File: src/rtl/cccu_pkg.sv
package cccu_pkg;

   // Register word index
   localparam logic [3:0] ADDR_CMD      = 4'h0;
   localparam logic [3:0] ADDR_ARG      = 4'h1;
   localparam logic [3:0] ADDR_RESULT   = 4'h2;
   localparam logic [3:0] ADDR_STATE    = 4'h3;
   localparam logic [3:0] ADDR_CFG_IDX  = 4'h4;
   localparam logic [3:0] ADDR_CFG_DATA = 4'h5;
   localparam logic [3:0] ADDR_SER_IDX  = 4'h6;
   localparam logic [3:0] ADDR_SER_DATA = 4'h7;

   // Command opcodes, bits 7:0
   localparam logic [7:0] OP_REMOTE     = 8'h01;
   localparam logic [7:0] OP_LOCAL      = 8'h02;
   localparam logic [7:0] OP_CLEAR      = 8'h03;
   localparam logic [7:0] OP_CON        = 8'h04;
   localparam logic [7:0] OP_CON_Q      = 8'h05;
   localparam logic [7:0] OP_KEY_Q      = 8'h06;
   localparam logic [7:0] OP_MASK_BEGIN = 8'h07;
   localparam logic [7:0] OP_MASK_ADD   = 8'h08;
   localparam logic [7:0] OP_MASK_END   = 8'h09;
   localparam logic [7:0] OP_MASK_OFF   = 8'h0A;
   localparam logic [7:0] OP_MASK_ON    = 8'h0B;
   localparam logic [7:0] OP_MASK_Q     = 8'h0C;
   localparam logic [7:0] OP_ID_Q       = 8'h0D;
   localparam logic [7:0] OP_REV_Q      = 8'h0E;
   localparam logic [7:0] OP_SER        = 8'h0F;
   localparam logic [7:0] OP_ERR_Q      = 8'h10;
   localparam logic [7:0] OP_RDY_Q      = 8'h11;
   localparam logic [7:0] OP_STA_Q      = 8'h12;
   localparam logic [7:0] OP_STB_Q      = 8'h13;
   localparam logic [7:0] OP_TST        = 8'h14;

   // Mask and status A layout
   localparam logic [15:0] MASK_MAX      = 16'h0FFF;
   localparam logic [15:0] MASK_ERR_ONLY = 16'h0020;
   localparam int          STA_FPS_BIT   = 2;
   localparam int          STA_ERR_BIT   = 5;
   localparam int          STA_EOG_BIT   = 8;
   localparam int          STA_RQS_BIT   = 14;
   localparam int          STA_EVT_W     = 14;
   localparam int          MNEM_FLAG_BIT = 31;

   // Status register B layout
   localparam int STB_ALM_BIT = 3;
   localparam int STB_KEY_BIT = 4;
   localparam int STB_ERR_BIT = 5;
   localparam int STB_RQS_BIT = 6;

   localparam logic [5:0]  READY_AFTER_CLR = 6'h01;
   localparam logic [4:0]  KEY_NONE        = 5'h00;
   localparam logic [4:0]  KEY_FIRST       = 5'h01;
   localparam logic [4:0]  KEY_LAST        = 5'h11;
   localparam logic [2:0]  TEST_FIRST      = 3'h1;
   localparam logic [2:0]  TEST_LAST       = 3'h6;
   localparam logic [7:0]  QUOTE_DOUBLE    = 8'h22;
   localparam logic [7:0]  QUOTE_SINGLE    = 8'h27;
   localparam logic [15:0] ERR_NONE        = 16'h0000;
   localparam int          CFG_HEX_LIMIT   = 1000;
   localparam int          CFG_HEX_HEAD    = 2;

   typedef enum logic {MASK_IDLE, MASK_ACCUM} cccu_acc_t;
   typedef enum logic {SRQ_LIVE, SRQ_HELD} cccu_srq_t;

endpackage

File: src/rtl/cccu_top.sv
// How it works
// Remote-enter: go remote with local lockout
// Return-local: drop lockout, go local
// Clear: stop gating, flush, drop request, clear errors
// Clear: mask error-only, clear registers, ready 1
// Config block saved and restored, under 1000 chars
// Block holds setup only, no remote state
// Key query returns last key, else 0
// Key codes 1 to 17
// Request only on enabled status-A rising edge
// Mask shares status-A map, range 0..4095
// Mask parameters summed; weights 256, 32, 4
// Mask-off holds mask; mask-on replays caught edges
// Mask-on without mask-off loads error-only mask
// Mask query returns stored mask value
// Identify query returns fixed identification
// Revision query returns two date codes
// Serial number stored, quotes must match, default
// Error query returns signed value, clears it
// Ready query returns ready register 0..63
// Status-A query returns register A 0..32767
// Status-B query returns B, clears summary
// Self-test selects tests 1 to 6
// Test 1 memories; result lands in error
`timescale 1ns/1ps
module cccu_top
   import cccu_pkg::*;
#(
   parameter int          CFG_BYTES   = 16,
   parameter int          SER_LEN     = 10,
   // Identification and date codes: arbitrary values
   parameter logic [31:0] ID_CODE     = 32'h5445_5354,
   parameter logic [15:0] FW_DATE     = 16'h2912,
   parameter logic [15:0] CF_DATE     = 16'h2801,
   parameter logic [7:0]  SER_DEFAULT = 8'h30,
   parameter logic [15:0] ERR_BAD_CMD = 16'hFF9C,
   parameter logic [15:0] ERR_RANGE   = 16'hFF9B,
   parameter logic [15:0] ERR_QUOTE   = 16'hFF9A
) (
   input  wire logic                   mclk_i,
   input  wire logic                   rstn_i,
   input  wire logic [3:0]             addr_i,
   input  wire logic [31:0]            wdata_i,
   input  wire logic                   wr_i,
   input  wire logic                   rd_i,
   output logic      [31:0]            rdata_o,
   input  wire logic                   key_press_i,
   input  wire logic [4:0]             key_code_i,
   input  wire logic [STA_EVT_W-1:0]   sta_event_i,
   input  wire logic [7:0]             alarm_chg_i,
   input  wire logic [5:0]             ready_set_i,
   input  wire logic [5:0]             ready_clr_i,
   input  wire logic                   err_set_i,
   input  wire logic [15:0]            err_code_i,
   input  wire logic                   test_done_i,
   input  wire logic [15:0]            test_result_i,
   input  wire logic                   nvm_ok_i,
   output logic                        remote_o,
   output logic                        lockout_o,
   output logic                        srq_o,
   output logic                        gate_stop_o,
   output logic                        flush_o,
   output logic                        test_start_o,
   output logic      [2:0]             test_num_o,
   output logic      [CFG_BYTES*8-1:0] setup_o
);

   localparam int CFG_IW = $clog2(CFG_BYTES);
   localparam int SER_BUF = SER_LEN + 2;
   localparam int SER_IW = $clog2(SER_BUF);
   localparam logic [31:0] CFG_HEX_LEN =
      32'(CFG_HEX_HEAD + 2 * CFG_BYTES);

   // Bit31 set: arg[3:0] is a bit index
   function automatic logic [31:0] mask_weight(input logic [31:0] a);
      mask_weight = a[MNEM_FLAG_BIT] ? (32'h0000_0001 << a[3:0]) : a;
   endfunction

   function automatic logic is_quote(input logic [7:0] c);
      is_quote = (c == QUOTE_DOUBLE) || (c == QUOTE_SINGLE);
   endfunction

   // Registers
   logic [31:0]       arg_r;
   logic [31:0]       res_r;
   logic [15:0]       sta_r;
   logic [15:0]       sta_nxt;
   logic              rqs_r;
   logic              rqs_nxt;
   logic [15:0]       mask_r;
   logic [15:0]       mask_nxt;
   logic [15:0]       pend_r;
   logic [15:0]       pend_nxt;
   logic [31:0]       acc_r;
   logic [31:0]       acc_nxt;
   cccu_acc_t         acc_st_r;
   cccu_acc_t         acc_st_nxt;
   cccu_srq_t         srq_st_r;
   cccu_srq_t         srq_st_nxt;
   logic [15:0]       err_r;
   logic [15:0]       err_nxt;
   logic [4:0]        key_r;
   logic [5:0]        rdy_r;
   logic [7:0]        alm_r;
   logic [CFG_IW-1:0] cfg_idx_r;
   logic [SER_IW-1:0] ser_idx_r;
   logic [7:0]        setup_r [CFG_BYTES];
   logic [7:0]        cfg_stg_r [CFG_BYTES];
   logic [7:0]        ser_stg_r [SER_BUF];
   logic [7:0]        ser_r [SER_LEN];
   logic              ser_ok_r;
   logic [31:0]       rd_nxt;
   logic [31:0]       res_nxt;

   // Bus decode
   wire logic       cmd_go   = wr_i && (addr_i == ADDR_CMD);
   wire logic [7:0] op       = wdata_i[7:0];
   wire logic       wr_arg   = wr_i && (addr_i == ADDR_ARG);
   wire logic       wr_cidx  = wr_i && (addr_i == ADDR_CFG_IDX);
   wire logic       wr_cdat  = wr_i && (addr_i == ADDR_CFG_DATA);
   wire logic       rd_cdat  = rd_i && (addr_i == ADDR_CFG_DATA);
   wire logic       wr_sidx  = wr_i && (addr_i == ADDR_SER_IDX);
   wire logic       wr_sdat  = wr_i && (addr_i == ADDR_SER_DATA);
   wire logic       rd_sdat  = rd_i && (addr_i == ADDR_SER_DATA);

   wire logic do_clear = cmd_go && (op == OP_CLEAR);
   wire logic do_remote = cmd_go && (op == OP_REMOTE);
   wire logic do_local = cmd_go && (op == OP_LOCAL);
   wire logic do_con = cmd_go && (op == OP_CON);
   wire logic do_key_q = cmd_go && (op == OP_KEY_Q);
   wire logic do_mbegin = cmd_go && (op == OP_MASK_BEGIN);
   wire logic do_madd = cmd_go && (op == OP_MASK_ADD);
   wire logic do_mend = cmd_go && (op == OP_MASK_END);
   wire logic do_moff = cmd_go && (op == OP_MASK_OFF);
   wire logic do_mon = cmd_go && (op == OP_MASK_ON);
   wire logic do_ser = cmd_go && (op == OP_SER);
   wire logic do_err_q = cmd_go && (op == OP_ERR_Q);
   wire logic do_stb_q = cmd_go && (op == OP_STB_Q);
   wire logic do_tst = cmd_go && (op == OP_TST);

   wire logic known_op = (op >= OP_REMOTE) && (op <= OP_TST);
   wire logic [2:0] tst_sel = arg_r[2:0];
   wire logic tst_ok = (arg_r[31:3] == 29'h0) &&
                       (tst_sel >= TEST_FIRST) && (tst_sel <= TEST_LAST);
   wire logic mask_bad = acc_r > {16'h0000, MASK_MAX};
   wire logic [7:0] q_open = ser_stg_r[0];
   wire logic [7:0] q_close = ser_stg_r[SER_BUF-1];
   wire logic quote_ok = is_quote(q_open) && (q_open == q_close);
   wire logic key_ok = key_press_i && (key_code_i >= KEY_FIRST) &&
                       (key_code_i <= KEY_LAST);

   wire logic int_err = (cmd_go && !known_op) ||
                        (do_tst && !tst_ok) ||
                        (do_mend && mask_bad) ||
                        (do_ser && !quote_ok);
   wire logic [15:0] int_code =
      !known_op      ? ERR_BAD_CMD :
      do_ser         ? ERR_QUOTE   : ERR_RANGE;
   wire logic err_evt = int_err || err_set_i || test_done_i;

   // FRONT_PANEL_SETTING_SOURCE rides on a key press
   wire logic [15:0] sta_evt =
      {2'b00, sta_event_i} |
      (16'(err_evt) << STA_ERR_BIT) |
      (16'(key_ok) << STA_FPS_BIT);
   wire logic [15:0] sta_rise = sta_evt & ~sta_r;
   wire logic [15:0] rise_en = sta_rise & mask_r;
   wire logic [15:0] sta_view = (sta_r & ~(16'h0001 << STA_RQS_BIT)) |
                                (16'(rqs_r) << STA_RQS_BIT);
   wire logic [7:0] stb_view =
      (8'(rqs_r) << STB_RQS_BIT) |
      (8'(err_r != ERR_NONE) << STB_ERR_BIT) |
      (8'(key_r != KEY_NONE) << STB_KEY_BIT) |
      (8'(alm_r != 8'h00) << STB_ALM_BIT);

   // Sticky; a new event beats clear
   assign sta_nxt = (do_clear ? 16'h0000 : sta_r) | sta_evt;

   // Mask handling and request generation
   always_comb begin
      mask_nxt = mask_r;
      acc_nxt = acc_r;
      acc_st_nxt = acc_st_r;
      srq_st_nxt = srq_st_r;
      pend_nxt = pend_r;
      rqs_nxt = rqs_r;
      if (srq_st_r == SRQ_HELD) begin
         pend_nxt = pend_r | rise_en;
      end
      case (acc_st_r)
         MASK_IDLE: begin
            if (do_mbegin) begin
               acc_nxt = 32'h0000_0000;
               acc_st_nxt = MASK_ACCUM;
            end
         end
         MASK_ACCUM: begin
            if (do_madd) begin
               acc_nxt = acc_r + mask_weight(arg_r);
            end else if (do_mend) begin
               acc_st_nxt = MASK_IDLE;
               if (!mask_bad) begin
                  mask_nxt = acc_r[15:0];
               end
            end else if (do_mbegin) begin
               acc_nxt = 32'h0000_0000;
            end
         end
         default: acc_st_nxt = MASK_IDLE;
      endcase
      if (do_moff) begin
         srq_st_nxt = SRQ_HELD;
         pend_nxt = 16'h0000;
      end else if (do_mon) begin
         srq_st_nxt = SRQ_LIVE;
         if (srq_st_r == SRQ_LIVE) begin
            mask_nxt = MASK_ERR_ONLY;
         end
      end
      if (do_clear) begin
         mask_nxt = MASK_ERR_ONLY;
         srq_st_nxt = SRQ_LIVE;
         pend_nxt = 16'h0000;
         acc_st_nxt = MASK_IDLE;
      end
      if (do_clear || do_stb_q) begin
         rqs_nxt = 1'b0;
      end
      // New request beats the clear
      if ((srq_st_r == SRQ_LIVE) && (|rise_en)) begin
         rqs_nxt = 1'b1;
      end
      if (do_mon && (srq_st_r == SRQ_HELD) &&
          (|(pend_r | rise_en))) begin
         rqs_nxt = 1'b1;
      end
   end

   // New error beats the read clear
   always_comb begin
      err_nxt = err_r;
      if (do_err_q || do_clear) begin
         err_nxt = ERR_NONE;
      end
      if (err_set_i) begin
         err_nxt = err_code_i;
      end
      if (int_err) begin
         err_nxt = int_code;
      end
      if (test_done_i) begin
         err_nxt = test_result_i;
      end
   end

   // Query results
   always_comb begin
      res_nxt = res_r;
      if (cmd_go) begin
         if (op == OP_CON_Q) begin
            res_nxt = CFG_HEX_LEN;
         end else if (op == OP_KEY_Q) begin
            res_nxt = {27'h0, key_r};
         end else if (op == OP_MASK_Q) begin
            res_nxt = {16'h0000, mask_r};
         end else if (op == OP_ID_Q) begin
            res_nxt = ID_CODE;
         end else if (op == OP_REV_Q) begin
            res_nxt = {FW_DATE, CF_DATE};
         end else if (op == OP_ERR_Q) begin
            res_nxt = {{16{err_r[15]}}, err_r};
         end else if (op == OP_RDY_Q) begin
            res_nxt = {26'h0, rdy_r};
         end else if (op == OP_STA_Q) begin
            res_nxt = {16'h0000, sta_view};
         end else if (op == OP_STB_Q) begin
            res_nxt = {24'h0, stb_view};
         end
      end
   end

   // Unmapped words read zero
   always_comb begin
      rd_nxt = 32'h0000_0000;
      if (addr_i == ADDR_ARG) begin
         rd_nxt = arg_r;
      end else if (addr_i == ADDR_RESULT) begin
         rd_nxt = res_r;
      end else if (addr_i == ADDR_STATE) begin
         rd_nxt = {27'h0, srq_st_r == SRQ_HELD, acc_st_r == MASK_ACCUM,
                   rqs_r, lockout_o, remote_o};
      end else if (addr_i == ADDR_CFG_IDX) begin
         rd_nxt = 32'(cfg_idx_r);
      end else if (addr_i == ADDR_CFG_DATA) begin
         rd_nxt = {24'h0, setup_r[cfg_idx_r]};
      end else if (addr_i == ADDR_SER_IDX) begin
         rd_nxt = 32'(ser_idx_r);
      end else if (addr_i == ADDR_SER_DATA) begin
         if (nvm_ok_i && ser_ok_r && (ser_idx_r < SER_IW'(SER_LEN))) begin
            rd_nxt = {24'h0, ser_r[ser_idx_r]};
         end else begin
            rd_nxt = {24'h0, SER_DEFAULT};
         end
      end
   end

   always_ff @(posedge mclk_i or negedge rstn_i) begin
      if (!rstn_i) begin
         rdata_o <= 32'h0000_0000;
         arg_r <= 32'h0000_0000;
         res_r <= 32'h0000_0000;
      end else begin
         rdata_o <= rd_i ? rd_nxt : 32'h0000_0000;
         res_r <= res_nxt;
         if (wr_arg) begin
            arg_r <= wdata_i;
         end
      end
   end

   always_ff @(posedge mclk_i or negedge rstn_i) begin
      if (!rstn_i) begin
         sta_r <= 16'h0000;
         rqs_r <= 1'b0;
         srq_o <= 1'b0;
         mask_r <= MASK_ERR_ONLY;
         pend_r <= 16'h0000;
         acc_r <= 32'h0000_0000;
         acc_st_r <= MASK_IDLE;
         srq_st_r <= SRQ_LIVE;
         err_r <= ERR_NONE;
      end else begin
         sta_r <= sta_nxt;
         rqs_r <= rqs_nxt;
         srq_o <= rqs_nxt;
         mask_r <= mask_nxt;
         pend_r <= pend_nxt;
         acc_r <= acc_nxt;
         acc_st_r <= acc_st_nxt;
         srq_st_r <= srq_st_nxt;
         err_r <= err_nxt;
      end
   end

   // Key, ready, alarm registers
   always_ff @(posedge mclk_i or negedge rstn_i) begin
      if (!rstn_i) begin
         key_r <= KEY_NONE;
         rdy_r <= READY_AFTER_CLR;
         alm_r <= 8'h00;
      end else begin
         if (key_ok) begin
            key_r <= key_code_i;
         end else if (do_key_q || do_clear) begin
            key_r <= KEY_NONE;
         end
         if (do_clear) begin
            rdy_r <= READY_AFTER_CLR | ready_set_i;
         end else begin
            rdy_r <= (rdy_r & ~ready_clr_i) | ready_set_i;
         end
         alm_r <= (do_clear ? 8'h00 : alm_r) | alarm_chg_i;
      end
   end

   // Remote state, action pulses
   always_ff @(posedge mclk_i or negedge rstn_i) begin
      if (!rstn_i) begin
         remote_o <= 1'b0;
         lockout_o <= 1'b0;
         gate_stop_o <= 1'b0;
         flush_o <= 1'b0;
         test_start_o <= 1'b0;
         test_num_o <= 3'h0;
      end else begin
         if (do_remote) begin
            remote_o <= 1'b1;
            lockout_o <= 1'b1;
         end else if (do_local) begin
            remote_o <= 1'b0;
            lockout_o <= 1'b0;
         end
         gate_stop_o <= do_clear;
         flush_o <= do_clear;
         test_start_o <= do_tst && tst_ok;
         if (do_tst && tst_ok) begin
            test_num_o <= tst_sel;
         end
      end
   end

   // Index steps per data access
   always_ff @(posedge mclk_i or negedge rstn_i) begin
      if (!rstn_i) begin
         cfg_idx_r <= '0;
         ser_idx_r <= '0;
      end else begin
         if (wr_cidx) begin
            cfg_idx_r <= wdata_i[CFG_IW-1:0];
         end else if (wr_cdat || rd_cdat) begin
            cfg_idx_r <= cfg_idx_r + 1'b1;
         end
         if (wr_sidx) begin
            ser_idx_r <= wdata_i[SER_IW-1:0];
         end else if ((wr_sdat || rd_sdat) &&
                      (ser_idx_r < SER_IW'(SER_BUF - 1))) begin
            ser_idx_r <= ser_idx_r + 1'b1;
         end
      end
   end

   // Staged, then taken whole:
   // no half-written block escapes.
   // No remote state in it.
   always_ff @(posedge mclk_i or negedge rstn_i) begin
      if (!rstn_i) begin
         for (int i = 0; i < CFG_BYTES; i++) begin
            setup_r[i] <= 8'h00;
            cfg_stg_r[i] <= 8'h00;
         end
      end else begin
         if (wr_cdat) begin
            cfg_stg_r[cfg_idx_r] <= wdata_i[7:0];
         end
         if (do_con) begin
            for (int i = 0; i < CFG_BYTES; i++) begin
               setup_r[i] <= cfg_stg_r[i];
            end
         end
      end
   end

   // Flops stand in for the store
   always_ff @(posedge mclk_i or negedge rstn_i) begin
      if (!rstn_i) begin
         ser_ok_r <= 1'b0;
         for (int i = 0; i < SER_BUF; i++) begin
            ser_stg_r[i] <= 8'h00;
         end
         for (int i = 0; i < SER_LEN; i++) begin
            ser_r[i] <= 8'h00;
         end
      end else begin
         if (wr_sdat) begin
            ser_stg_r[ser_idx_r] <= wdata_i[7:0];
         end
         if (do_ser && quote_ok) begin
            ser_ok_r <= 1'b1;
            for (int i = 0; i < SER_LEN; i++) begin
               ser_r[i] <= ser_stg_r[i+1];
            end
         end
      end
   end

   for (genvar g = 0; g < CFG_BYTES; g++) begin : g_setup
      assign setup_o[g*8 +: 8] = setup_r[g];
   end

endmodule

File: config.mk
export PLATFORM = sky130hd
export DESIGN_NAME = cccu_top
export DESIGN_NICKNAME = d
export VERILOG_FILES = /design/src/rtl/cccu_pkg.sv /design/src/rtl/cccu_top.sv
export SDC_FILE = /design/constraint.sdc
export NUM_CORES = 1
export LEC_CHECK = 0
export BUFFER_PORTS_ARGS = -buffer_cell sky130_fd_sc_hd__buf_4
export CAP_MARGIN = 20
export CORE_UTILIZATION = 56
export CTS_BUF_LIST = sky130_fd_sc_hd__clkbuf_2
export DETAILED_ROUTE_END_ITERATION = 8
export HOLD_SLACK_MARGIN = 0.03
export MAX_ROUTING_LAYER = met4
export PLACE_DENSITY = 0.79
export SYNTH_ARGS = -nofsm -noshare
export SYNTH_HDL_FRONTEND = slang
export SYNTH_SLANG_ARGS = --single-unit
File: constraint.sdc
create_clock -name mclk_i -period 3.22 [get_ports mclk_i]
set_clock_uncertainty 0.05 [all_clocks]
set_input_delay 0.322 -clock mclk_i [delete_from_list [all_inputs] [get_ports mclk_i]]
set_output_delay 0.322 -clock mclk_i [all_outputs]
set_load 0.01 [all_outputs]
* Word level (Yosys, flattened, before mapping)
Index checks and enable logic that the tools add are counted.
** Cells by class
- Bitwise logic cells :: 19
- $lt $le $gt $ge :: 13
- $add $sub $neg :: 3
- Mux-type cells :: 74
- Shifts and indexed selects :: 1
- Eq/ne operators :: 31
- Reductions and logical operators :: 73
** Operators by type and width (number)
- $mux 32 :: 16
- $mux 16 :: 16
- $bwmux 128 :: 1
- $mux 8 :: 13
- $bwmux 96 :: 1
- $bmux 8 s4 :: 2
- $demux 8 s4 :: 2
- $eq 8x4->1 const B :: 8
- $pmux 32 s2 :: 1
- $logic_and 1x1->1 :: 42
- $eq 8x5->1 const B :: 5
- $add 32x32->32 :: 1
- $eq 8x3->1 const B :: 4
- $gt 32x12->1 const B :: 1
- $reduce_or 16->1 :: 2
- $shl 1x4->32 const A :: 1
- $logic_not 29->1 :: 1
- $and 14x16->16 :: 1
- $and 16x16->16 :: 1
- $eq 4x3->1 const B :: 4
- $eq 8x2->1 const B :: 2
- $eq 8x6->1 const B :: 2
- $mux 4 :: 4
- $not 16->16 :: 1
- other kinds (45) :: 82
** Storage, ports and cells
- Input port bits :: 115
- Word-level logic and storage cells :: 289
- Register bits after elaboration :: 661

* Depth between registers and ports, before layout
Gate-level depths: netlist (run 1).
- Depth after elaboration :: 18
- Gate-level depth with buffers :: 15

* Worst setup path before layout (run 1)
Ideal clock, no wire load.
- Kind :: reg2reg
- Start :: register arg_r[1]
- End :: register acc_r[28]
- Buffers on the path :: 1
- Data required time :: 3.042 ns
- Arrival time :: 3.013 ns
- Cell stages (with the launch flop) :: 16
- Clock period less this slack :: 3.191 ns
- Path slack :: 0.029 ns
- Library setup time :: 0.128 ns
- Path through :: dfrtp_1 > clkbuf_1 > nor2_1 > nand3_1 > o21ai_0 > ha_1 > fa_1 > a21oi_1 > nand4b_1 > a21oi_1 > a41o_1 > o221ai_1 > o211ai_1 > a31oi_1 > xor2_1 > o21ai_1
** Between the ends
- Cells in the longest elaborated chain, start to end :: 5
** Ends and longest elaborated chain
- start, declared :: RTL line cccu_top.sv:84 : logic [31:0] arg_r;
- start signal, assigned :: RTL line cccu_top.sv:316 : arg_r <= wdata_i;
- $shl 1x4->32 :: RTL line cccu_top.sv:76 : mask_weight = a[MNEM_FLAG_BIT] ? (32'h0000_0001 << a[3:0]) : a;
- $mux 32 (*) :: RTL line cccu_top.sv:76
- $add 32x32->32 (*) :: RTL line cccu_top.sv:199 : acc_nxt = acc_r + mask_weight(arg_r);
- $mux 32 (*) :: RTL line cccu_top.sv:198 : if (do_madd) begin
- $pmux 32 s2 (*) :: RTL line cccu_top.sv:190 : case (acc_st_r)
- end signal, assigned :: RTL line cccu_top.sv:338 : acc_r <= acc_nxt;
- end, declared :: RTL line cccu_top.sv:94 : logic [31:0] acc_r;
Mark *: on every way between the ends. The rest lies on a longest branch, timed or not.
A chain may end at the register's enable or synchronous reset.

* Final worst setup path (run 1)
- Start :: register arg_r[2]
- End :: register acc_r[29]
The elaborated chain is that of the path after synthesis.

==> impl_metrics.tcl, run 1 <==
set metrics [dict create \
    status "finished, final reports clean" \
    yosys-top-cells-area "dfrtp_1 55%, mux2_1 8.5%, mux2_2 7.7%" \
    seqPwrFrac_pct 51.8 \
    worstPathRequired_ps 4450 \
    htree_num_levels 4 \
    placed_area_sq_um 32590 \
    dieArea_sq_um 52940 \
    period_share_pct 95.72 \
    drt-initial-drc-count 1799 \
    final_max_slew_viol_count 0 \
    drive_above_1_share_pct 30.23 \
    final_cell_mix "640 x dfrtp_1, 382 x buf_4, 297 x dlygate4sd3_1" \
    synth.top_cell.area_share_pct 55.15 \
    drc 0 \
    grt_pass1_vias 24209 \
    nets 3235 \
    worstMarginPinSlew_ps 956.5 \
    p_int_uw 12300 \
    ys_types 74 \
    synth_mux_area_share_pct 21.17 \
    r2r_start "arg_r[2]$_DFFE_PN0P_" \
    vias 23163 \
    max_freq_ghz 0.3244 \
    die_w_um 230.1 \
    ant_nets 0 \
    firstDrtPassIters 6 \
    dpl_worst_slack_ps -46.46 \
    port_buffers 283 \
    period_minus_slack_ps 3082 \
    ir_drop_mv 0.3344 \
    timing.slew.headroom_pct 36.23 \
    postSynthAreaPerCell_sq_um 12.39 \
    yosys.area_share.xor_xnor_pct 0.9921 \
    startpoint_type "register" \
    cp_max_fo 6 \
    hpwl_um 57400 \
    grt_max_degree 88 \
    power_leakage_uw 0.01859 \
    grt_pass1_wl_um 139700 \
    final_cell_area_sq_um 37310 \
    grt_setup_unrepaired "true" \
    clockBufferDepth 3 \
    synthAdderAreaFrac_pct 1.744 \
    syn_to_final_growth_pct 28.06 \
    min_from "wdata_i[1]" \
    synth.cell_area_sq_um 29130 \
    setup_violations 0 \
    p_comb_share_pct 16.8 \
    overflow 0 \
    synth_flop_cell "dfrtp_1" \
    netSwitchingPower_uw 5507 \
    hold_viol_final 0 \
    rows 83 \
    layout.cells.non_filler 3873 \
    hold-worst-slack_ps 181.5 \
    synth-seq-cells 644 \
    synth_fp_nets 2507 \
    pwr-share-clk_pct 31.4 \
    mostFrequentLayoutCell "dfrtp_1" \
    drt-total-wl_um 89620 \
    synth-edff-count 0 \
    finalWeightedCongestion 0.9485 \
    synth_compound_area_share_pct 9.925 \
    end_kind "register" \
    synth_top_family_by_area "multiplexers" \
    cts_made_buffers 163 \
    total_power_uw 17810 \
    min_path_type "in2reg" \
    cts.sinks 644 \
    core_sq_um 51410 \
    clkLatencyLatePin_ps 1410 \
    path_clk_slew_ps 100 \
    final.setup.worst_slack_ps 137.8 \
    vias_per_cell 5.981 \
    pin_count 284 \
    ys_async_sr_fraction_pct 100.0 \
    synth_warnings 0 \
    path_class "reg2reg" \
    p_sw_share_pct 30.93 \
    drv_cap 0 \
    antenna_found_initial 8 \
    startpoint "arg_r[2]$_DFFE_PN0P_" \
    synth_area_leader_cell "dfrtp_1" \
    placed_cells 3287 \
    netlist_instances 2352 \
    power.density_nw_per_um2 477.3 \
    arrival_ps 4310 \
    cts_tree "done" \
    cts-root-buf "clkbuf_2" \
    die_h_um 230.1 \
    wl_per_cell_um 23.14 \
    yosysSeqAreaShare_pct 55.33 \
    synth-simple-area-share_pct 8.216 \
    globalRouteTotalUtil_pct 35.70 \
    initial_core_util_pct 56.67 \
]
==> cell usage after synthesis (7+ instances only) <==
| library cell | instances |
|---|---|
| a21o_1 | 35 |
| nand2b_1 | 8 |
| o21ai_0 | 116 |
| a21oi_1 | 81 |
| inv_1 | 51 |
| mux2i_1 | 21 |
| buf_1 | 15 |
| o31ai_1 | 7 |
| mux2_1 | 219 |
| o21a_1 | 19 |
| a22o_1 | 9 |
| buf_2 | 24 |
| ha_1 | 39 |
| xor2_1 | 15 |
| nor4_1 | 22 |
| a31o_2 | 9 |
| clkbuf_1 | 93 |
| nor3_1 | 18 |
| mux4_2 | 56 |
| xnor2_1 | 18 |
| a31oi_1 | 10 |
| a22oi_1 | 23 |
| nand3_1 | 68 |
| mux2_2 | 198 |
| a211oi_1 | 7 |
| nand4_1 | 11 |
| a221o_1 | 15 |
| dfrtp_1 | 642 |
| nand2_1 | 178 |
| nor2b_1 | 37 |
| o21ai_1 | 63 |
| and3_1 | 13 |
| nor2_1 | 105 |
==> critical path, stage by stage (launching register included) <==
cell	delay (ps)
dfrtp_1	420
inv_1	130
nor2_1	80
buf_4	150
nand3_1	80
o21ai_0	110
ha_2	420
and3_1	220
o21ai_4	90
o211a_1	280
o31a_1	130
o21ai_2	240
a31oi_4	140
o31ai_2	250
xnor2_1	160
o21ai_1	70
==> cell families after synthesis <==
kind of cell,count (synthesis)
AO/OA/AOI/OAI,452
buffers and inverters,188
AND/OR/NAND/NOR,501
flip-flops,644
adder cells (fa/ha/maj),40
XOR/XNOR,33
multiplexers,494
==> power groups by stage <==
stage | Combinational (uW) | Sequential (uW) | Clock [uW]
3_3_place_gp | 2460 | 9310 | 0
5_1_grt | 3230 | 9300 | 6130
3_5_place_dp | 2520 | 9360 | 0
4_1_cts | 2890 | 9200 | 5640
2_1_floorplan | 1680 | 9010 | 0
6_report | 2980 | 9230 | 5590
==> path summary, 6_finish.rpt <==
path / end / slack [ps] / cells past startpoint
worst max register to register: acc_r[29]$_DFFE_PN0P_ / 140 / 15
min in group asynchronous: cfg_stg_r[52]$_DFFE_PN0P_ / 650 / 5
max in group asynchronous: arg_r[14]$_DFFE_PN0P_ / 1560 / 6
worst min-delay path: res_r[6]$_DFFE_PN0P_ / 180 / 6
worst max-delay path: acc_r[29]$_DFFE_PN0P_ / 140 / 15
worst min register to register: ser_r[39]$_DFFE_PN0P_ / 420 / 1
==> timing repair <==
item,4_1_cts,5_1_grt
pin swaps,0,15
buffers inserted,0,8
gates cloned,0,0
setup endpoints to repair,12,39
hold buffers,300,0
gates resized for setup,4,41
hold endpoints to repair,1288,0
==> routing by layer <==
metal / vias to the layer above / wire length [um] / GRT usage [%]
met5: - / 0 / -
met4: 0 / 3703 / 15.73
met3: 296 / 7493 / 9.065
met2: 1121 / 42380 / 54.28
met1: 11668 / 36050 / 45.37
li1: 10078 / - / -
==> per-stage QoR <==
stage | utilization, % | TNS (ps)
4_1_cts | 72.11 | 0
6_report | 72.57 | 0
3_5_place_dp | 63.40 | -280.7
5_1_grt | 72.57 | -102.0
3_3_place_gp | 63.40 | -6.143
2_1_floorplan | - | 0
==> state kept, by name, summed over array words and instances (netlist names), 3 cells and up <==
register,flops
cfg_stg_r,128
setup_o,128
ser_r,80
ser_stg_r,80
acc_r,32
arg_r,32
rdata_o,32
res_r,19
err_r,16
mask_r,16
pend_r,14
sta_r,14
alm_r,8
q_close,8
q_open,8
rdy_r,6
key_r,5
cfg_idx_r,4
ser_idx_r,4
test_num_o,3
==> final cells by class <==
class | instances | area (sq um)
Fill cell | 3400 | 14100
Clock buffer | 227 | 1136
Antenna cell | 7 | 17.52
Inverter | 51 | 191.4
Sequential cell | 644 | 16120
Tap cell | 680 | 850.8
Timing Repair Buffer | 700 | 6242
Clock inverter | 44 | 297.8
Multi-Input combinational cell | 1520 | 12450
(Power assumes the default switching activity.)
==> run 2: changes to the inputs <==
CTS_CLUSTER_DIAMETER = 100   (was default)
GPL_TIMING_DRIVEN = 0   (was default)
==> run 2 against run 1 <==
Net effect:
- global-route usage grew 1.0 points
- largest cell class unchanged
- combinational power grew 7.7%
- highest routed layer unchanged
- critical endpoint is now acc_r[30]$_DFFE_PN0P_
- the flow now finishes with violations (negative setup slack)
- sequential power shrank 2%
==> impl_metrics.tcl, run 2 (same netlist as run 1, synthesis figures left out) <==
set metrics [dict create \
    globalRouteTotalUtil_pct 36.72 \
    grt_pass1_wl_um 142900 \
    finalWeightedCongestion 0.9464 \
    min_path_type "in2async" \
    p_comb_share_pct 17.9 \
    cp_max_fo 5 \
    path_clk_slew_ps 130 \
    power.density_nw_per_um2 482.2 \
    reg2reg_depth 14 \
    ir_drop_mv 0.3831 \
    vias_per_cell 6.029 \
    wl_per_cell_um 23.76 \
    status "finished, violations left" \
    r2r_start "arg_r[0]$_DFFE_PN0P_" \
    vias 23507 \
    clkLatencyLatePin_ps 1440 \
    dr_wl_met3_um 9134 \
    worstMarginPinSlew_ps 1079 \
    placed_area_sq_um 32240 \
    p_sw_share_pct 31.33 \
    r2r_end "acc_r[30]$_DFFE_PN0P_" \
    period_share_pct 100.5 \
    syn_to_final_growth_pct 27.47 \
    multi_input_area_sq_um 12640 \
    clockBufferDepth 3 \
    reg2reg_slack_ps -20 \
    ant_nets 0 \
    drv_cap 0 \
    mostFrequentLayoutCell "dfrtp_1" \
    timing.slew.headroom_pct 28.07 \
    worstPathRequired_ps 4400 \
    drt-initial-drc-count 2325 \
    htree_num_levels 4 \
    antenna_found_initial 10 \
    dpl_worst_slack_ps -1374 \
    placed_cells 3318 \
    pin_count 284 \
    grt_pass1_vias 24412 \
    pwr-share-clk_pct 31.6 \
    setup_violations 1 \
    port_buffers 281 \
    seqPwrFrac_pct 50.5 \
    die_w_um 230.1 \
    period_minus_slack_ps 3237 \
    drive_above_1_share_pct 30.21 \
    startpoint "arg_r[0]$_DFFE_PN0P_" \
    cts-root-buf "clkbuf_2" \
    n_fill_cell 3462 \
    power_leakage_uw 0.01843 \
    final_max_slew_viol_count 0 \
    met2_length_um 43120 \
    arrival_ps 4420 \
    netSwitchingPower_uw 5610 \
    cts_tree "done" \
    final_cell_mix "638 x dfrtp_1, 321 x buf_4, 258 x dlygate4sd3_1" \
    startpoint_type "register" \
    end_kind "register" \
    hpwl_um 62150 \
    grt_setup_unrepaired "true" \
    drt-total-wl_um 92630 \
    final_cell_area_sq_um 37140 \
    path_class "reg2reg" \
    rows 83 \
    cts_made_buffers 161 \
    violations "negative setup slack" \
    max_freq_ghz 0.3089 \
    initial_core_util_pct 56.67 \
    wl_met1_um 36270 \
    overflow 0 \
    p_int_uw 12300 \
    die_h_um 230.1 \
    grt_max_degree 122 \
    top_layer_used "met4" \
    layout.cells.non_filler 3899 \
    ff_latch_area_sq_um 16120 \
    hold_viol_final 0 \
    drc 0 \
    final.setup.worst_slack_ps -17.47 \
    core_sq_um 51410 \
    dieArea_sq_um 52940 \
    nets 3256 \
    cts.sinks 644 \
    firstDrtPassIters 7 \
]
==> run 2: power groups by stage <==
stage / Combinational [uW] / Sequential (uW) / Clock [uW]
finish: 3210 / 9040 / 5660
global route: 3440 / 9100 / 6160
CTS: 2950 / 9010 / 5660
detailed placement: 2590 / 9170 / 0
global placement: 2480 / 9130 / 0
floorplan: 1680 / 9010 / 0
==> run 2: worst max-delay path by stage <==
stage / slack (ps) / end / cells past startpoint
floorplan: 30 / acc_r[28]$_DFFE_PN0P_ / 15
global placement: -4930 / alm_r[0]$_DFF_PN0_ / 1
detailed placement: -1370 / cfg_stg_r[21]$_DFFE_PN0P_ / 10
CTS: 10 / ser_r[27]$_DFFE_PN0P_ / 6
global route: -180 / acc_r[28]$_DFFE_PN0P_ / 14
finish: -20 / acc_r[30]$_DFFE_PN0P_ / 14
==> run 2: cell type report <==
| cell class | instances | share of cell area (%) |
|---|---|---|
| Sequential cell | 644 | 43.42 |
| Multi-Input combinational cell | 1520 | 34.04 |
| Timing Repair Buffer | 586 | 14.00 |
| Clock buffer | 232 | 3.127 |
| Tap cell | 680 | 2.291 |
| Buffer | 137 | 1.792 |
| Clock inverter | 34 | 0.7143 |
| Inverter | 51 | 0.5256 |
| Antenna cell | 15 | 0.1011 |
==> run 2: repair_timing <==
| item | 4_1_cts | 5_1_grt |
|---|---|---|
| setup endpoints to repair | 152 | 106 |
| endpoints found under the hold margin | 852 | 0 |
| gates cloned | 0 | 1 |
| pin swaps | 7 | 26 |
| gates resized for setup | 71 | 87 |
| setup buffers | 8 | 31 |
| hold buffers | 259 | 0 |
==> run 2: worst max-delay path, stage by stage (launching register included) <==
cell	delay [ps]
dfrtp_2	480
nor2_2	230
nand4_1	240
o21ai_0	160
ha_2	350
o21a_1	200
o211ai_1	160
a211oi_1	100
or3_1	330
o221ai_2	80
o211ai_1	120
buf_4	160
a21oi_1	170
xor2_1	200
o21ai_1	80
==> run 2: routing by layer <==
metal  global-route usage (%)  up-vias
met5                        -        -
met4                    17.05        0
met3                    10.31      307
met2                    55.52     1291
met1                    45.92    11805
li1                         -    10104
==> run 2: stage by stage <==
stage | utilization, % | hold WS, ps | power (uW) | setup TNS, ps
after global routing | 72.22 | 62.97 | 18700 | -984.1
after CTS | 71.11 | 34.37 | 17630 | 0
after detailed placement | 62.72 | 387.6 | 11760 | -125380
final | 72.24 | 103.1 | 17910 | -17.47
after global placement | 62.43 | 391.6 | 11610 | -3249350
after floorplan | - | -23.59 | 10690 | 0
==> run 3: changes to the inputs <==
REMOVE_ABC_BUFFERS = 1   (was default)
==> run 3 against run 2 <==
Net effect:
- the run ends with design-rule violations, negative setup slack left
- sequential power increased by 2.7%
- largest power group unchanged
- sequential share of layout area shrank 0.30 points
- non-clock buffer count decreased by 87
- core utilization is 0.54 points higher
- worst hold slack improved by 20 ps
- design area rose by 0.75%
- clock power up 4.9%
- die area unchanged
- fmax shrank 4.2%
- routed wire length is 0.21% higher
- register-to-register slack lost 140 ps
==> impl_metrics.tcl, run 3 (same netlist as run 1, synthesis figures left out) <==
set metrics [dict create \
    status "finished, violations left" \
    violations "design-rule violations, negative setup slack" \
    drive_above_1_share_pct 30.93 \
    die_h_um 230.1 \
    total_power_uw 18180 \
    initial_core_util_pct 56.67 \
    pin_count 284 \
    worstPathRequired_ps 4500 \
    worstMarginPinSlew_ps 1034 \
    timing.slew.headroom_pct 30.94 \
    rows 83 \
    path_clk_slew_ps 170 \
    dieArea_sq_um 52940 \
    clockBufferDepth 3 \
    setup_tns_ps -900.0 \
    period_share_pct 105.0 \
    drv_cap 0 \
    arrival_ps 4670 \
    power_leakage_uw 0.01853 \
    path_class "reg2reg" \
    pwr-share-clk_pct 32.7 \
    slowest_stage "a2111oi_4" \
    finalWeightedCongestion 0.9241 \
    cp_max_fo 16 \
    n_fill_cell 3269 \
    drt-initial-drc-count 2678 \
    drc 46 \
    period_minus_slack_ps 3381 \
    hpwl_um 53060 \
    final.setup.worst_slack_ps -161.0 \
    grt_pass1_vias 24616 \
    wl_per_cell_um 24.20 \
    p_sw_share_pct 31.32 \
    dpl_worst_slack_ps -1111 \
    drt-total-wl_um 92830 \
    startpoint_type "register" \
    ant_nets 0 \
    grt_pass1_wl_um 143500 \
    syn_to_final_growth_pct 28.43 \
    vias_per_cell 6.173 \
    die_w_um 230.1 \
    seqPwrFrac_pct 51.1 \
    grt_max_degree 135 \
    globalRouteTotalUtil_pct 37.06 \
    firstDrtPassIters 9 \
    netSwitchingPower_uw 5693 \
    ff_latch_area_sq_um 16130 \
    core_sq_um 51410 \
    max_freq_ghz 0.2958 \
    mostFrequentLayoutCell "dfrtp_1" \
    min_path_type "in2reg" \
    crit_chain "nor4_1, nand4_1, a2111oi_4, or4_1, o21ai_1, or2_4, nor4_4, buf_12, a221o_1" \
    antenna_found_initial 14 \
    final_cell_area_sq_um 37410 \
    cts.sinks 644 \
    final_max_slew_viol_count 0 \
    cts_made_buffers 163 \
    setup_violations 17 \
    vias 23680 \
    overflow 0 \
    clkLatencyLatePin_ps 1420 \
    cpPeakStageDelay_ps 550 \
    p_comb_share_pct 16.3 \
    hold_viol_final 0 \
    multi_input_area_sq_um 12690 \
    htree_num_levels 4 \
    port_buffers 283 \
    p_int_uw 12480 \
    cts-root-buf "clkbuf_2" \
    ir_drop_mv 0.3181 \
    grt_setup_unrepaired "true" \
    end_kind "register" \
    nets 3171 \
    power.density_nw_per_um2 485.8 \
    cts_tree "done" \
    placed_area_sq_um 32130 \
    final_cell_mix "633 x dfrtp_1, 317 x buf_4, 279 x dlygate4sd3_1" \
]
## run 3: cell types whose count changed in the layout (fill, tap and decap cells not counted), sizes merged
cell / change
clkinv: +17
bufinv: +1
dlygate4sd3: +21
clkinvlp: -1
inv: +4
diode: +2
clkbuf: -91
buf: -16
## run 3: routing by layer
metal	GRT usage, %	up-vias	share of wire, %
met2	54.29	1497	47
met4	19.99	0	5.8
met3	14.07	475	10
li1	-	9995	-
met1	44.26	11713	37
met5	-	-	0
## run 3: repair_timing
action                                   CTS  global route
hold endpoints to repair                1175             0
endpoints found under the setup margin    56            70
gates resized for setup                   35            75
buffers inserted                          13            25
hold buffers                             285             0
pin swaps                                  6            20
## run 3: path summary, 6_finish.rpt
check | start | endpoint | slack [ps] | cells past startpoint
worst min register to register | ser_stg_r[72]$_DFFE_PN0P_ | ser_r[64]$_DFFE_PN0P_ | 420 | 1
min in group asynchronous | rstn_i | ser_stg_r[58]$_DFFE_PN0P_ | 560 | 5
max in group asynchronous | rstn_i | setup_o[59]$_DFFE_PN0P_ | 1040 | 7
worst max register to register | arg_r[8]$_DFFE_PN0P_ | err_r[11]$_DFFE_PN0P_ | -160 | 9
worst min-delay path | alarm_chg_i[4] | alm_r[4]$_DFF_PN0_ | 120 | 4
worst max-delay path | arg_r[8]$_DFFE_PN0P_ | err_r[11]$_DFFE_PN0P_ | -160 | 9
## run 3: worst max-delay path: cells and delay by family (launching register included)
family / cells / cell delay, ps
compound gates: 3 / 1020
simple gates: 5 / 1610
flops: 1 / 440
buf+inv: 1 / 200
## run 3: area by class of cell
class / instances / share of cell area [%]
antenna: 17 / 0.1137
clock buffer: 233 / 3.117
clock inverter: 55 / 1.027
inverter: 51 / 0.5384
multi-input combinational: 1520 / 33.91
sequential: 644 / 43.12
tap: 680 / 2.274
timing repair buffer: 636 / 15.90
## run 3: metrics by stage
| step | hold WS (ps) | utilization [%] | cells |
|---|---|---|---|
| 2_1_floorplan | -23.59 | - | 2215 |
| 3_3_place_gp | 388.8 | 61.34 | 3178 |
| 3_5_place_dp | 318.2 | 62.49 | 3207 |
| 4_1_cts | 30.41 | 71.70 | 3793 |
| 5_1_grt | 86.29 | 72.76 | 3832 |
| 6_report | 122.7 | 72.78 | 3836 |
## run 3: power by group through the flow
stage	combinational, uW	sequential, uW	clock [uW]
6_report	2950	9280	5940
5_1_grt	3150	9360	6490
4_1_cts	2700	9230	5940
3_5_place_dp	2230	9400	0
3_3_place_gp	1830	9570	0
2_1_floorplan	1280	9290	0
